$ cat src/pllc_pkg.sv
/*
  Shared constants for the PLL control register slice: register offsets,
  field positions, reset values, monitor timing and calibration states.
  Assumes a single 40 MHz register clock.
*/
`default_nettype none
package pllc_pkg;
  localparam int ADDR_W = 10;
  localparam int DATA_W = 8;

  // Register offsets.
  localparam logic [9:0] OFS_CAL_TRIGGER = 10'h018;
  localparam logic [9:0] OFS_SYNC_DELAY = 10'h019;
  localparam logic [9:0] OFS_STATUS_THRESH = 10'h01a;
  localparam logic [9:0] OFS_MON_STATUS = 10'h01f;
  localparam logic [9:0] OFS_VCO_DIV = 10'h1e0;
  localparam logic [9:0] OFS_TRANSFER = 10'h232;

  // Field positions.
  localparam int CAL_BIT = 0;
  localparam int SYNC_MODE_HI = 7;
  localparam int SYNC_MODE_LO = 6;
  localparam int REF_DLY_HI = 5;
  localparam int REF_DLY_LO = 3;
  localparam int FB_DLY_HI = 2;
  localparam int FB_DLY_LO = 0;
  localparam int STAT_DIV_BIT = 7;
  localparam int THRESH_BIT = 6;
  localparam int VCO_DIV_HI = 2;
  localparam int VCO_DIV_LO = 0;
  localparam int TRANSFER_BIT = 0;
  localparam int MS_PRI_REF_BIT = 0;
  localparam int MS_SEC_REF_BIT = 1;
  localparam int MS_VCO_BIT = 2;
  localparam int MS_CAL_BUSY_BIT = 3;
  localparam int MS_CAL_DONE_BIT = 4;

  // Reset values.
  localparam logic [7:0] RST_SYNC_DELAY = 8'h00;
  localparam logic [1:0] RST_STATUS_THRESH = 2'h0;
  localparam logic RST_CAL_TRIGGER = 1'b0;
  localparam logic [2:0] RST_VCO_DIV = 3'h0;

  // Counter reset modes selected by the sync field.
  typedef enum logic [1:0] {
    PLLC_SYNC_NONE = 2'b00,
    PLLC_SYNC_ASYNC = 2'b01,
    PLLC_SYNC_SYNC = 2'b10,
    PLLC_SYNC_NONE2 = 2'b11
  } pllc_sync_mode_t;

  // Calibration engine states, Gray coded along idle, run, done.
  typedef enum logic [1:0] {
    PLLC_CAL_IDLE = 2'b00,
    PLLC_CAL_RUN = 2'b01,
    PLLC_CAL_DONE = 2'b11
  } pllc_cal_state_t;

  // Timing. A reference is valid when its period is under 1/f.
  localparam int CLK_HZ = 40_000_000;
  localparam int REF_HI_FREQ_HZ = 1_020_000;
  localparam int REF_LO_FREQ_HZ = 6_000;
  localparam int REF_HI_PERIOD_CYC = CLK_HZ / REF_HI_FREQ_HZ;
  localparam int REF_LO_PERIOD_CYC = CLK_HZ / REF_LO_FREQ_HZ;
  localparam int VCO_MON_PERIOD_CYC = 16;
  localparam int CAL_CYCLES = 64;
  localparam int MON_W = 14;
endpackage
`default_nettype wire

$ cat src/pllc_mon_if.sv
/*
  Carrier between the register slice and one frequency monitor: the
  period limit, the sampled input and the validity result.
  Assumes all signals are synchronous to the register clock.
*/
`timescale 1ns/100ps
`default_nettype none
interface pllc_mon_if;
  logic [pllc_pkg::MON_W-1:0] limit;
  logic sample_in;
  logic valid;
  modport ctrl (output limit, output sample_in, input valid);
  modport mon (input limit, input sample_in, output valid);
endinterface
`default_nettype wire

$ cat src/pllc_freq_mon.sv
/*
  Frequency monitor: measures the clock count between rising edges of a
  sampled input and flags it valid while every period is within the limit.
  Assumes the input is synchronous to ref_clk and slower than ref_clk/2.
*/
`timescale 1ns/100ps
`default_nettype none
module pllc_freq_mon (
  input wire logic ref_clk,
  input wire logic rst,
  pllc_mon_if.mon mon
);
  import pllc_pkg::*;

  logic prev_r;
  logic seen_r;
  logic [MON_W-1:0] cnt_r;
  logic [MON_W-1:0] cnt_nxt;
  logic valid_r;
  logic rise;

  assign rise = mon.sample_in & ~prev_r;
  assign mon.valid = valid_r;

  always_comb begin
    cnt_nxt = cnt_r;
    if (rise) begin
      cnt_nxt = MON_W'(1);
    end else if (cnt_r <= mon.limit) begin
      cnt_nxt = cnt_r + MON_W'(1);
    end
  end

  always_ff @(posedge ref_clk or posedge rst) begin
    if (rst) begin
      prev_r <= 1'b0;
      seen_r <= 1'b0;
      cnt_r <= '0;
    end else begin
      prev_r <= mon.sample_in;
      cnt_r <= cnt_nxt;
      if (rise) begin
        seen_r <= 1'b1;
      end
    end
  end

  // A period that exceeds the limit without an edge drops validity at once.
  always_ff @(posedge ref_clk or posedge rst) begin
    if (rst) begin
      valid_r <= 1'b0;
    end else if (rise) begin
      valid_r <= seen_r && (cnt_r <= mon.limit);
    end else if (cnt_r > mon.limit) begin
      valid_r <= 1'b0;
    end
  end
endmodule
`default_nettype wire

$ cat src/pllc_top.sv
/*
  PLL control register slice: buffered and active register copies, VCO
  calibration trigger, counter sync reset mode, path delay fields, status
  pin divider and reference frequency monitors.
  Assumes a register port synchronous to ref_clk with one-cycle strobes.
*/
// What this block does
// - Calibration trigger bit resets to zero
// - Sync field: none, async, sync, none
// - Reference and feedback delay fields reset zero
// - Status bit 7 divides status pin by four
// - Threshold zero: reference valid above 1.02 MHz
// - Threshold one: reference valid above 6 kHz
// - Threshold leaves VCO monitor unchanged
`timescale 1ns/100ps
`default_nettype none
module pllc_top #(
  parameter int REF_LO_LIMIT = pllc_pkg::REF_LO_PERIOD_CYC
) (
  input wire logic ref_clk,
  input wire logic rst,
  input wire logic [pllc_pkg::ADDR_W-1:0] reg_addr,
  input wire logic [pllc_pkg::DATA_W-1:0] reg_wdata,
  input wire logic reg_wr,
  input wire logic reg_rd,
  output logic [pllc_pkg::DATA_W-1:0] reg_rdata,
  input wire logic sync_n,
  output logic counter_rst_async,
  output logic counter_rst_sync,
  output logic [2:0] ref_path_delay,
  output logic [2:0] fb_path_delay,
  output logic [2:0] vco_div_sel,
  input wire logic status_src,
  output logic status_pin,
  input wire logic primary_reference_input,
  input wire logic secondary_reference_input,
  input wire logic vco_mon_in,
  output logic primary_ref_valid,
  output logic secondary_ref_valid,
  output logic vco_valid,
  output logic cal_start,
  output logic cal_busy
);
  import pllc_pkg::*;

  // Buffered copies, written by software.
  logic [7:0] buf_sync_delay_r;
  logic [1:0] buf_status_thresh_r;
  logic buf_cal_r;
  logic [2:0] buf_vco_div_r;

  // Active copies, which alone steer the hardware.
  logic [7:0] act_sync_delay_r;
  logic [1:0] act_status_thresh_r;
  logic act_cal_r;
  logic act_cal_prev_r;
  logic [2:0] act_vco_div_r;

  logic transfer;
  logic wr_sync_delay;
  logic wr_status_thresh;
  logic wr_cal;
  logic wr_vco_div;

  pllc_cal_state_t cal_state_r;
  pllc_cal_state_t cal_state_nxt;
  logic [7:0] cal_cnt_r;
  logic cal_start_r;

  pllc_sync_mode_t sync_mode;
  logic counter_rst_sync_r;

  logic status_prev_r;
  logic [1:0] status_div_r;
  logic status_pin_r;

  logic [DATA_W-1:0] rdata_r;
  logic [DATA_W-1:0] rd_mux;

  pllc_mon_if pri_ref_if ();
  pllc_mon_if sec_ref_if ();
  pllc_mon_if vco_if ();

  assign wr_sync_delay = reg_wr && (reg_addr == OFS_SYNC_DELAY);
  assign wr_status_thresh = reg_wr && (reg_addr == OFS_STATUS_THRESH);
  assign wr_cal = reg_wr && (reg_addr == OFS_CAL_TRIGGER);
  assign wr_vco_div = reg_wr && (reg_addr == OFS_VCO_DIV);
  // The transfer bit is self-clearing and acts as a one-cycle strobe.
  assign transfer = reg_wr && (reg_addr == OFS_TRANSFER) && reg_wdata[TRANSFER_BIT];

  // Buffered register writes.
  always_ff @(posedge ref_clk or posedge rst) begin
    if (rst) begin
      buf_sync_delay_r <= RST_SYNC_DELAY;
      buf_status_thresh_r <= RST_STATUS_THRESH;
      buf_cal_r <= RST_CAL_TRIGGER;
      buf_vco_div_r <= RST_VCO_DIV;
    end else begin
      if (wr_sync_delay) begin
        buf_sync_delay_r <= reg_wdata;
      end
      if (wr_status_thresh) begin
        buf_status_thresh_r <= reg_wdata[STAT_DIV_BIT:THRESH_BIT];
      end
      if (wr_cal) begin
        buf_cal_r <= reg_wdata[CAL_BIT];
      end
      if (wr_vco_div) begin
        buf_vco_div_r <= reg_wdata[VCO_DIV_HI:VCO_DIV_LO];
      end
    end
  end

  // All buffered values move to the active copies in the same cycle, except the VCO divider while calibration is busy.
  always_ff @(posedge ref_clk or posedge rst) begin
    if (rst) begin
      act_sync_delay_r <= RST_SYNC_DELAY;
      act_status_thresh_r <= RST_STATUS_THRESH;
      act_cal_r <= RST_CAL_TRIGGER;
      act_vco_div_r <= RST_VCO_DIV;
    end else if (transfer) begin
      act_sync_delay_r <= buf_sync_delay_r;
      act_status_thresh_r <= buf_status_thresh_r;
      act_cal_r <= buf_cal_r;
      // A running calibration keeps the divider it started with.
      if (!cal_busy) begin
        act_vco_div_r <= buf_vco_div_r;
      end
    end
  end

  always_ff @(posedge ref_clk or posedge rst) begin
    if (rst) begin
      act_cal_prev_r <= 1'b0;
    end else begin
      act_cal_prev_r <= act_cal_r;
    end
  end

  // Calibration engine, started only by a low-to-high active trigger.
  always_comb begin
    cal_state_nxt = cal_state_r;
    case (cal_state_r)
      PLLC_CAL_IDLE: begin
        if (act_cal_r && !act_cal_prev_r) begin
          cal_state_nxt = PLLC_CAL_RUN;
        end
      end
      PLLC_CAL_RUN: begin
        if (cal_cnt_r == 8'(CAL_CYCLES - 1)) begin
          cal_state_nxt = PLLC_CAL_DONE;
        end
      end
      PLLC_CAL_DONE: begin
        if (!act_cal_r) begin
          cal_state_nxt = PLLC_CAL_IDLE;
        end
      end
      default: begin
        cal_state_nxt = PLLC_CAL_IDLE;
      end
    endcase
  end

  always_ff @(posedge ref_clk or posedge rst) begin
    if (rst) begin
      cal_state_r <= PLLC_CAL_IDLE;
      cal_cnt_r <= 8'h00;
      cal_start_r <= 1'b0;
    end else begin
      cal_state_r <= cal_state_nxt;
      cal_start_r <= (cal_state_r == PLLC_CAL_IDLE) && (cal_state_nxt == PLLC_CAL_RUN);
      if (cal_state_r == PLLC_CAL_RUN) begin
        cal_cnt_r <= cal_cnt_r + 8'h01;
      end else begin
        cal_cnt_r <= 8'h00;
      end
    end
  end

  assign cal_start = cal_start_r;
  assign cal_busy = (cal_state_r == PLLC_CAL_RUN);

  // Counter reset from the sync pin, per the active mode field.
  assign sync_mode = pllc_sync_mode_t'(act_sync_delay_r[SYNC_MODE_HI:SYNC_MODE_LO]);
  assign counter_rst_async = (sync_mode == PLLC_SYNC_ASYNC) && !sync_n;

  always_ff @(posedge ref_clk or posedge rst) begin
    if (rst) begin
      counter_rst_sync_r <= 1'b0;
    end else begin
      counter_rst_sync_r <= (sync_mode == PLLC_SYNC_SYNC) && !sync_n;
    end
  end

  assign counter_rst_sync = counter_rst_sync_r;

  assign ref_path_delay = act_sync_delay_r[REF_DLY_HI:REF_DLY_LO];
  assign fb_path_delay = act_sync_delay_r[FB_DLY_HI:FB_DLY_LO];
  assign vco_div_sel = act_vco_div_r;

  // Status pin: plain copy, or one output period per four input periods.
  always_ff @(posedge ref_clk or posedge rst) begin
    if (rst) begin
      status_prev_r <= 1'b0;
      status_div_r <= 2'b00;
      status_pin_r <= 1'b0;
    end else begin
      status_prev_r <= status_src;
      if (status_src && !status_prev_r) begin
        status_div_r <= status_div_r + 2'b01;
      end
      if (act_status_thresh_r[1]) begin
        status_pin_r <= status_div_r[1];
      end else begin
        status_pin_r <= status_src;
      end
    end
  end

  assign status_pin = status_pin_r;

  // Reference monitors follow the threshold bit; the VCO monitor does not.
  // Both reference monitors share one limit, so the threshold bit moves them
  // together and a change takes effect only at the next transfer.
  assign pri_ref_if.limit = act_status_thresh_r[0] ? MON_W'(REF_LO_LIMIT)
                                                   : MON_W'(REF_HI_PERIOD_CYC);
  assign sec_ref_if.limit = act_status_thresh_r[0] ? MON_W'(REF_LO_LIMIT)
                                                   : MON_W'(REF_HI_PERIOD_CYC);
  assign vco_if.limit = MON_W'(VCO_MON_PERIOD_CYC);
  assign pri_ref_if.sample_in = primary_reference_input;
  assign sec_ref_if.sample_in = secondary_reference_input;
  assign vco_if.sample_in = vco_mon_in;

  pllc_freq_mon u_pri_ref_mon (
    .ref_clk(ref_clk),
    .rst(rst),
    .mon(pri_ref_if.mon)
  );

  pllc_freq_mon u_sec_ref_mon (
    .ref_clk(ref_clk),
    .rst(rst),
    .mon(sec_ref_if.mon)
  );

  pllc_freq_mon u_vco_mon (
    .ref_clk(ref_clk),
    .rst(rst),
    .mon(vco_if.mon)
  );

  assign primary_ref_valid = pri_ref_if.valid;
  assign secondary_ref_valid = sec_ref_if.valid;
  assign vco_valid = vco_if.valid;

  // Read mux: writable registers return their buffered copy.
  always_comb begin
    rd_mux = '0;
    case (reg_addr)
      OFS_CAL_TRIGGER: begin
        rd_mux[CAL_BIT] = buf_cal_r;
      end
      OFS_SYNC_DELAY: begin
        rd_mux = buf_sync_delay_r;
      end
      OFS_STATUS_THRESH: begin
        rd_mux[STAT_DIV_BIT:THRESH_BIT] = buf_status_thresh_r;
      end
      OFS_VCO_DIV: begin
        rd_mux[VCO_DIV_HI:VCO_DIV_LO] = buf_vco_div_r;
      end
      OFS_MON_STATUS: begin
        rd_mux[MS_PRI_REF_BIT] = pri_ref_if.valid;
        rd_mux[MS_SEC_REF_BIT] = sec_ref_if.valid;
        rd_mux[MS_VCO_BIT] = vco_if.valid;
        rd_mux[MS_CAL_BUSY_BIT] = cal_busy;
        rd_mux[MS_CAL_DONE_BIT] = (cal_state_r == PLLC_CAL_DONE);
      end
      default: begin
        rd_mux = '0;
      end
    endcase
  end

  // Read data stands for exactly one cycle after the read strobe.
  always_ff @(posedge ref_clk or posedge rst) begin
    if (rst) begin
      rdata_r <= '0;
    end else if (reg_rd) begin
      rdata_r <= rd_mux;
    end else begin
      rdata_r <= '0;
    end
  end

  assign reg_rdata = rdata_r;
endmodule
`default_nettype wire

$ cat config.mk
export PLATFORM = sky130hd
export DESIGN_NAME = pllc_top
export DESIGN_NICKNAME = d
export VERILOG_FILES = /design/src/pllc_pkg.sv /design/src/pllc_mon_if.sv /design/src/pllc_freq_mon.sv /design/src/pllc_top.sv
export SDC_FILE = /design/constraint.sdc
export NUM_CORES = 1
export LEC_CHECK = 0
export ABC_AREA = 1
export BUFFER_PORTS_ARGS = -buffer_cell sky130_fd_sc_hd__buf_2
export CAP_MARGIN = 20
export CORE_AREA = 4 4 119 121
export DETAILED_ROUTE_END_ITERATION = 10
export DIE_AREA = 0 0 123 125
export SLEW_MARGIN = 20
export SYNTH_ARGS = -nofsm -noshare
export SYNTH_HDL_FRONTEND = slang
export SYNTH_SLANG_ARGS = --single-unit
$ cat constraint.sdc
create_clock -name ref_clk -period 3.4 [get_ports ref_clk]
set_clock_uncertainty 0.2 [all_clocks]
set_input_delay 0.34 -clock ref_clk [delete_from_list [all_inputs] [get_ports ref_clk]]
set_output_delay 0.34 -clock ref_clk [all_outputs]
set_load 0.01 [all_outputs]
### Word-level counts from Yosys, hierarchy flattened

Index checks and enable logic that the tools add are counted.

* reduce and logical (&&, ||, !) cells: 25
* add/subtract/negate cells: 5
* equal/unequal tests: 12
* magnitude comparators: 6
* bitwise gates (word level): 7
* multiplexer cells: 25

Operator list (count)
* two-way mux 14 bit: 6
* adder 14 x 1 -> 14 bit (second input constant): 3
* == test 10 x 5 -> 1 bit (second input constant): 4
* greater-than comparator 14 x 13 -> 1 bit: 2
* <= comparator 14 x 13 -> 1 bit: 2
* two-way mux 8 bit: 2
* greater-than comparator 14 x 5 -> 1 bit (second input constant): 1
* <= comparator 14 x 5 -> 1 bit (second input constant): 1
* logical AND 1 bit: 14
* two-way mux 13 bit: 1
* one-hot mux 2 bit (3 select lines): 2
* nonzero test 2 bit: 6
* == test 10 bit (second input constant): 1
* == test 10 x 9 -> 1 bit (second input constant): 1
* adder 8 x 1 -> 8 bit (second input constant): 1
* == test 8 x 6 -> 1 bit (second input constant): 1
* two-way mux 1 bit: 8
* one-hot mux 2 bit (2 select lines): 2
* == test 2 x 1 -> 1 bit (second input constant): 3
* two-way mux 2 bit: 3
* == test 2 bit (second input constant): 2
* NOT 1 bit: 4
* one-hot mux 1 bit (4 select lines): 1
* AND 1 bit: 3
* other kinds (4): 6

* word-level logic and storage cells: 109
* output and inout bits: 25
* input bits: 27
* flip-flop bits (word level): 104

### Depth between registers and ports, before layout

Gate-level depths: netlist of run 1.

* depth in word-level cells: 6
* mapped depth: 12
* mapped depth without buffers: 11

### By module

Synthesis of run 1 repeated with hierarchy kept, for this count alone.

* cell total of the unflattened synthesis: 887
* area total of the unflattened synthesis: 6750.2 um2

By module, submodules not included
* pllc_freq_mon: cells an instance 200, instances 3, area an instance 1441.4 um2, sequential area each 425.4 um2
* pllc_top: cells an instance 287, instances 1, area an instance 2426.1 um2, sequential area each 1326.3 um2

### Least setup slack after synthesis of run 1

No wires, ideal clock.

* kind: reg2reg
* start point: register act_status_thresh_r[0]
* end point: register u_sec_ref_mon.cnt_r[1]
* slack: 1341 ps
* arrival time: 1741 ps
* stages on the path, launching flop included: 11
* period minus slack after synthesis: 2059 ps
* cell sequence: dfrtp_1 inv_1 ha_1 inv_1 nor2_1 nand2_1 nor2_1 nand4_2 clkbuf_1 nand4_1 nand2_1

* word-level cells in the longest chain between the ends: 3

Ends and longest elaborated chain
* from (decl): RTL line pllc_top.sv:54 `logic [1:0] act_status_thresh_r;`
* from (signal assigned): RTL line pllc_top.sv:123 `act_status_thresh_r <= buf_status_thresh_r;`
* two-way mux 13 bit: RTL line pllc_top.sv:228 `assign sec_ref_if.limit = act_status_thresh_r[0] ? MON_W'(REF_LO_LIMIT)`
* <= comparator 14 x 13 -> 1 bit: RTL line pllc_freq_mon.sv:29 `end else if (cnt_r <= mon.limit) begin`
* nonzero test 2 bit (no line)
* to (signal assigned): RTL line pllc_freq_mon.sv:41 `cnt_r <= cnt_nxt;`
* to (decl): RTL line pllc_freq_mon.sv:17 `logic [MON_W-1:0] cnt_r;`

Every way passes these cells.
A chain may end at the register's enable or synchronous reset.

### Worst setup path in the final report of run 1

* start point: register act_status_thresh_r[0]
* end point: register u_pri_ref_mon.cnt_r[9]

* word-level cells in the longest chain between the ends: 3

Ends and longest elaborated chain
* two-way mux 13 bit: RTL line pllc_top.sv:226 `assign pri_ref_if.limit = act_status_thresh_r[0] ? MON_W'(REF_LO_LIMIT)`
* <= comparator 14 x 13 -> 1 bit: RTL line pllc_freq_mon.sv:29
* nonzero test 2 bit (no line)
* to (signal assigned): RTL line pllc_freq_mon.sv:41
* to (decl): RTL line pllc_freq_mon.sv:17

Every way passes these cells.

==> out/qor.yml, run 1 <==
path_cells: "inv_1 -> ha_1 -> inv_1 -> nor2_1 -> nand2_1 -> nor2_1 -> nand4_2 -> nand2_1 -> nand3_1 -> nand2_1"
syn2layout_area_growth_pct: 12.0
first_pass_iters: 4
hold_buffers: 5
synth_nets: 790
grt_max_degree: 83
cpLargestDelayFamily: "simple AND/OR/NAND/NOR gates"
rsz0062_at_grt: "false"
slew_viol_final: 0
avgSynthCellArea_um2: 7.76
mostFrequentLayoutCells: "nand2_1 (209), dfrtp_1 (104), inv_1 (93), nor2_1 (76), nand3_1 (72)"
period_needed_ns: 2.69
yosys_warnings: 0
track_usage: 0.176
worstPathRequired_ns: 3.48
postCtsResizedCells: 0
clock-sinks: 104
remaining_drc_errors: 0
htree_levels: 3
placed_area_mm2: 0.00614
cts_root_buf: "clkbuf_16"
start_util: 0.441
cts_buffers: 9
antenna_found_initial: 0
grt.busiest_layer: "met2"
dieArea_mm2: 0.0154
gp_congestion: 0.883
ys_top_cells_by_area: "dfrtp_1 (45%), nand2_1 (14%), nand3_1 (6.2%)"
rows: 42
cp-end-kind: "flop"
place_worst_setup_slack_ns: 0.729
crit_buf_inv: 2
outcome: "completed"
ys_ff_latch: 104
final_common_cell: "nand2_1"
power_mw: 2.80
critical_path_class: "flop to flop"
fin_tns_setup_ns: 0
die_h_um: 125
layout-drive-gt1-share: 0.130
via_count: 4892
antenna_cells: 0
io_pins: 52
critPathArrivalTime_ns: 2.76
start_kind: "flop"
path_max_fanout: 17
use_met2: 0.271
synth_seq_area_share: 0.451
tritoncts: "yes"
ys.flop_type: "dfrtp_1"
dp_hpwl_mm: 9.44
synthArstFlopShare: 1.00
finalHoldWorstSlack_ns: 0.0248
synthesis.area_mm2: 0.00577
worst_slew_pin_slew_ns: 0.940
fmaxAchievable_ghz: 0.372
fin_nets: 839
io_buffers: 51
clk_pin_slew_ns: 0.07
drv_cap: 0
use_met3: 0.0325
drt_iter0_markers: 400
max_stage_delay_ns: 0.44
fin_crit_sh: 0.790
ys_types: 37
wirelength_mm: 12.8
hold_depth: 3
netlist.area_leader.share: 0.451
cts_setup_buffers: 0
slowest_stage: "dfrtp_1"
synth_top_cell_by_area: "dfrtp_1"
relSlewSlack: 0.372
clock_path_buffers: 2
p_leak_nw: 3.53
grt_pass1_wl_mm: 22.1
clk_latency_ns: 0.35
hold_viol: 0
setup_viol: 0
synth_edf_count: 0
wl_per_cell_um: 13.2
cp_num_cells: 10
die_w_um: 123
worst_slack_ns: 0.715
min_path_type: "input port to flop"
coreArea_mm2: 0.0131
routed_via_density: 5.02
first_global_vias: 4611
peakVddDrop_uv: 338
synth_cells: 744
power_density_mw_per_mm2: 434
grt_overflow: 0
design_area_mm2: 0.00647
path_common_cell: "nand2_1"
ff2ff_path_depth: 10
use_met1: 0.250
drtAntennaViolNets: 0
## registers in the layout, indices dropped and copies added, names as in the netlist, 2 cells and up
register,count
buf_vco_div_r,3
cal_state_r,2
vco_div_sel,3
u_pri_ref_mon.cnt_r,14
buf_sync_delay_r,8
reg_rdata,8
status_div_r,2
u_vco_mon.cnt_r,14
buf_status_thresh_r,2
act_sync_delay_r,8
u_sec_ref_mon.cnt_r,14
act_status_thresh_r,2
cal_cnt_r,8
## worst register-to-register path, delay by kind of cell (launching register included)
| family | cells | cell delay, ns |
|---|---|---|
| fa+ha+maj | 1 | 0.38 |
| buf+inv | 2 | 0.27 |
| flops | 1 | 0.44 |
| simple gates | 7 | 1.34 |
## cell usage after synthesis (6+ instances only)
cell type / instances
inv_1: 94
o21bai_1: 7
xor2_1: 13
nand4_1: 47
nand3_1: 72
nand2_2: 6
clkbuf_1: 8
nand2_1: 209
o21ai_0: 18
a21oi_1: 14
dfrtp_1: 104
buf_4: 8
nor2_1: 76
nor3_1: 6
ha_1: 19
## layer usage
layer  share of wire  vias to the layer above
met1            0.47                     2297
li1                -                     2490
met5               0                        -
met2            0.48                       90
met3           0.042                       15
met4           0.012                        0
## power breakdown
group          internal [mW]  switching [mW]
sequential              1.33           0.124
clock                  0.496           0.447
combinational          0.163           0.246
## kinds of logic (layout without fill, tap and decap cells)
family                   after synthesis  in the layout  share of synthesized area
XOR/XNOR                              14             14                     0.0212
adder cells (fa/ha/maj)               19             19                     0.0412
AO/OA/AOI/OAI                         51             51                     0.0535
flip-flops                           104            104                      0.451
buffers and inverters                121            175                     0.0895
AND/OR/NAND/NOR                      435            435                      0.344
## path summary, 6_finish.rpt
check / from / end / slack (ns)
setup / recovery: act_status_thresh_r[0] / u_pri_ref_mon.cnt_r[9] / 0.71
setup reg to reg: act_status_thresh_r[0] / u_pri_ref_mon.cnt_r[9] / 0.71
min in group asynchronous: rst / u_pri_ref_mon.seen_r / 0.46
hold reg to reg: act_cal_r / act_cal_prev_r / 0.23
max in group asynchronous: rst / buf_sync_delay_r[3] / 1.86
hold / removal: reg_wdata[3] / buf_sync_delay_r[3] / 0.02
## layout make-up
class	count	area [µm²]
fillers	1300	6620
multi-input cells	519	2660
flip-flops and latches	104	2600
inverters	97	369
repair buffers	62	353
clock buffers	11	233
well taps	176	220
clock inverters	5	33.8
## stage by stage
step            util  cells
2_1_floorplan      -    744
3_3_place_gp   0.469    952
3_5_place_dp   0.469    952
4_1_cts        0.493    973
5_1_grt        0.494    974
6_report       0.494    974
(Power assumes the default switching activity.)
==> run 2, diff against run 1 <==
--- a/config.mk
+++ b/config.mk
@@ -5,12 +5,13 @@
 export SDC_FILE = /design/constraint.sdc
 export NUM_CORES = 1
 export LEC_CHECK = 0
-export ABC_AREA = 1
+export ABC_AREA = 0
 export BUFFER_PORTS_ARGS = -buffer_cell sky130_fd_sc_hd__buf_2
 export CAP_MARGIN = 20
-export CORE_AREA = 4 4 119 121
+export CORE_AREA = 4 4 110 112
 export DETAILED_ROUTE_END_ITERATION = 10
-export DIE_AREA = 0 0 123 125
+export DIE_AREA = 0 0 114 116
+export PLACE_DENSITY = 0.65
 export SLEW_MARGIN = 20
 export SYNTH_ARGS = -nofsm -noshare
 export SYNTH_HDL_FRONTEND = slang
==> constraint.sdc (replaced) <==
create_clock -name ref_clk -period 2.23 [get_ports ref_clk]
set_clock_uncertainty 0.2 [all_clocks]
set_input_delay 0.223 -clock ref_clk [delete_from_list [all_inputs] [get_ports ref_clk]]
set_output_delay 0.223 -clock ref_clk [all_outputs]
set_load 0.01 [all_outputs]
==> run 2 against run 1 <==
Compared with the run above: the flow now finishes with violations (setup timing); final cell count fell by 25%; area after synthesis fell by 15%; power rose by 54%; fmax fell by 7.3%; clock-buffer cell count fell by 2; core utilization rose by 8.3 points; critical path depth fell by 2; sequential power rose by 46%; synthesized cell count fell by 38%; routed wire length fell by 13%; clock power rose by 61%; worst hold slack improved by 0.036 ns; critical path type unchanged; highest routed layer unchanged.
==> out/qor.yml, run 2 <==
track_usage: 0.174
synth_compound_gate_area_share: 0.0786
synth_fa_ha_area_frac: 0.0482
final_common_cell: "dfrtp_1"
power_density_mw_per_mm2: 668
routed_via_density: 5.34
largest_registers: "u_pri_ref_mon.cnt_r: 14 flops, u_sec_ref_mon.cnt_r: 14 flops, u_vco_mon.cnt_r: 14 flops"
min_path_type: "input port to flop"
worst_slack_ns: -0.668
critPathArrivalTime_ns: 2.98
path_cells: "inv_1 -> ha_4 -> or4b_1 -> or4_4 -> o311a_4 -> or2_4 -> or4_1 -> nand2_1"
period_needed_ns: 2.90
slew_viol_final: 0
clk_pin_slew_ns: 0.07
fmaxAchievable_ghz: 0.345
clk_latency_ns: 0.34
multi_input_area_mm2: 0.00247
synth_mux_area_frac: 0.0680
grt_max_degree: 52
antenna_cells: 0
worstPathRequired_ns: 2.31
cpLargestDelayFamily: "simple AND/OR/NAND/NOR gates"
fin_nets: 627
seqCellArea_mm2: 0.00260
clock_path_buffers: 2
design_area_mm2: 0.00647
ys_ff_latch: 104
via_count: 3889
place_worst_setup_slack_ns: -0.803
worst_slew_pin_slew_ns: 0.556
gp_congestion: 0.920
synth_seq_area_share: 0.528
synth_common_cells: "dfrtp_1 (104), nand2_1 (43), nor2_1 (39)"
io_buffers: 51
wl_per_cell_um: 15.3
clock-sinks: 104
syn2layout_area_growth_pct: 31.2
io_pins: 52
slowest_stage: "or4_4"
remaining_drc_errors: 0
yosys_warnings: 0
rows: 39
critical_path_class: "flop to flop"
drt_iter0_markers: 243
crit_buf_inv: 1
ys_types: 52
antenna_found_initial: 0
utilization: 0.577
synthesis.area_mm2: 0.00493
synthArstFlopShare: 1.00
tritoncts: "yes"
avgSynthCellArea_um2: 10.8
die_h_um: 116
peakVddDrop_uv: 632
max_stage_delay_ns: 0.52
cp-end-kind: "flop"
synth_edf_count: 0
synth_top_family_by_area: "simple AND/OR/NAND/NOR gates"
violations: "setup timing"
synth_nets: 504
die_w_um: 114
yosysMostFrequentCell: "dfrtp_1"
drv_cap: 0
cts_root_buf: "clkbuf_16"
fillers: 945
wirelength_mm: 11.1
synth_top_cell_by_area: "dfrtp_1"
relSlewSlack: 0.629
synth_cells: 458
fin_tns_setup_ns: -12.69
coreArea_mm2: 0.0112
first_pass_iters: 4
dp_hpwl_mm: 8.12
ys_top_cells_by_area: "dfrtp_1 (53%), mux2_2 (6.4%), ha_1 (4.8%)"
dieArea_mm2: 0.0132
mostFrequentLayoutCells: "dfrtp_1 (104), buf_4 (57), buf_2 (51), nand2_1 (42), nor2_1 (38)"
p_leak_nw: 3.09
netlist.area_leader.share: 0.528
synth-simple-area-share: 0.211
synth_xor_area_frac: 0.0391
setup_viol: 30
ys.flop_type: "dfrtp_1"
fin_crit_sh: 1.30
layout-drive-gt1-share: 0.340
outcome: "finished with violations"
htree_levels: 3
grt_pass1_wl_mm: 18.4
path_max_fanout: 6
start_kind: "flop"
start_util: 0.439
drtAntennaViolNets: 0
rsz0062_at_grt: "true"
placed_area_mm2: 0.00583
hold_viol: 0
grt_overflow: 0
first_global_vias: 3979
cts_buffers: 9
-- run 2: cell count changes after synthesis, sizes merged, moves of 13 or more --
cell   before  now
inv        97   10
xnor2       1   16
mux2        0   28
nand2     217   43
nand3      73   19
nor2       81   39
o21ai      24   11
nand4      49    6
-- run 2: through the flow --
| stage | power (mW) | hold WS [ns] | std cells |
|---|---|---|---|
| 2_1_floorplan | 2.53 | 0.0544 | 458 |
| 3_3_place_gp | 2.75 | 0.0992 | 696 |
| 3_5_place_dp | 2.78 | 0.101 | 696 |
| 4_1_cts | 4.35 | 0.0554 | 729 |
| 5_1_grt | 4.55 | 0.0598 | 728 |
| 6_report | 4.32 | 0.0612 | 728 |
-- run 2: logic make-up (layout without fill, tap and decap cells) --
| kind of cell | Yosys count | count (layout) |
|---|---|---|
| mux | 30 | 30 |
| fa+ha+maj | 19 | 19 |
| compound gates | 59 | 59 |
| simple gates | 198 | 199 |
| xor+xnor | 22 | 22 |
| flops | 104 | 104 |
| buf+inv | 26 | 152 |
-- run 2: layout make-up --
type                       count  area share
inverter                      10     0.00677
timing repair buffer         127       0.137
clock buffer                   9      0.0348
tap                          143      0.0276
clock inverter                 6     0.00947
multi-input combinational    329       0.382
sequential                   104       0.402
-- run 2: routing by layer --
metal | vias to the layer above | global-route usage | wire length, µm
met5 | - | 0 | 0
met4 | 0 | 0.0641 | 209
met3 | 20 | 0.0465 | 514
met2 | 86 | 0.288 | 5510
met1 | 1909 | 0.219 | 4910
li1 | 1874 | - | -
-- run 2: path summary, 6_finish.rpt --
check	start	to	slack [ns]	cells after the start
min	reg_wr	buf_cal_r	0.06	3
max reg2reg	u_sec_ref_mon.cnt_r[0]	u_sec_ref_mon.cnt_r[10]	-0.67	8
min reg2reg	act_cal_prev_r	cal_start	0.23	1
max in group asynchronous	rst	u_sec_ref_mon.cnt_r[9]	0.92	4
min in group asynchronous	rst	u_pri_ref_mon.prev_r	0.28	3
max	u_sec_ref_mon.cnt_r[0]	u_sec_ref_mon.cnt_r[10]	-0.67	8
-- run 2: power breakdown --
group | internal, mW | leakage [nW] | switching (mW)
clock | 0.859 | 0.141 | 0.665
combinational | 0.342 | 1.56 | 0.334
sequential | 2.01 | 1.39 | 0.111
total | 3.21 | 3.09 | 1.11
-- run 2: worst reg2reg max path: cells and delay by family, from the launching register on --
kind            cells  cell delay [ns]
simple gates        5             1.78
flops               1             0.36
fa+ha+maj           1             0.26
compound gates      1             0.15
buf+inv             1             0.09
-- run 2: what timing repair did --
item                       in CTS  in global routing
pin swaps                      14                  9
hold endpoints to repair       47                  0
setup endpoints to repair      30                 30
gates cloned                    1                  0
gates resized for setup        26                 13
buffers inserted                2                  0
hold buffers                   15                  0
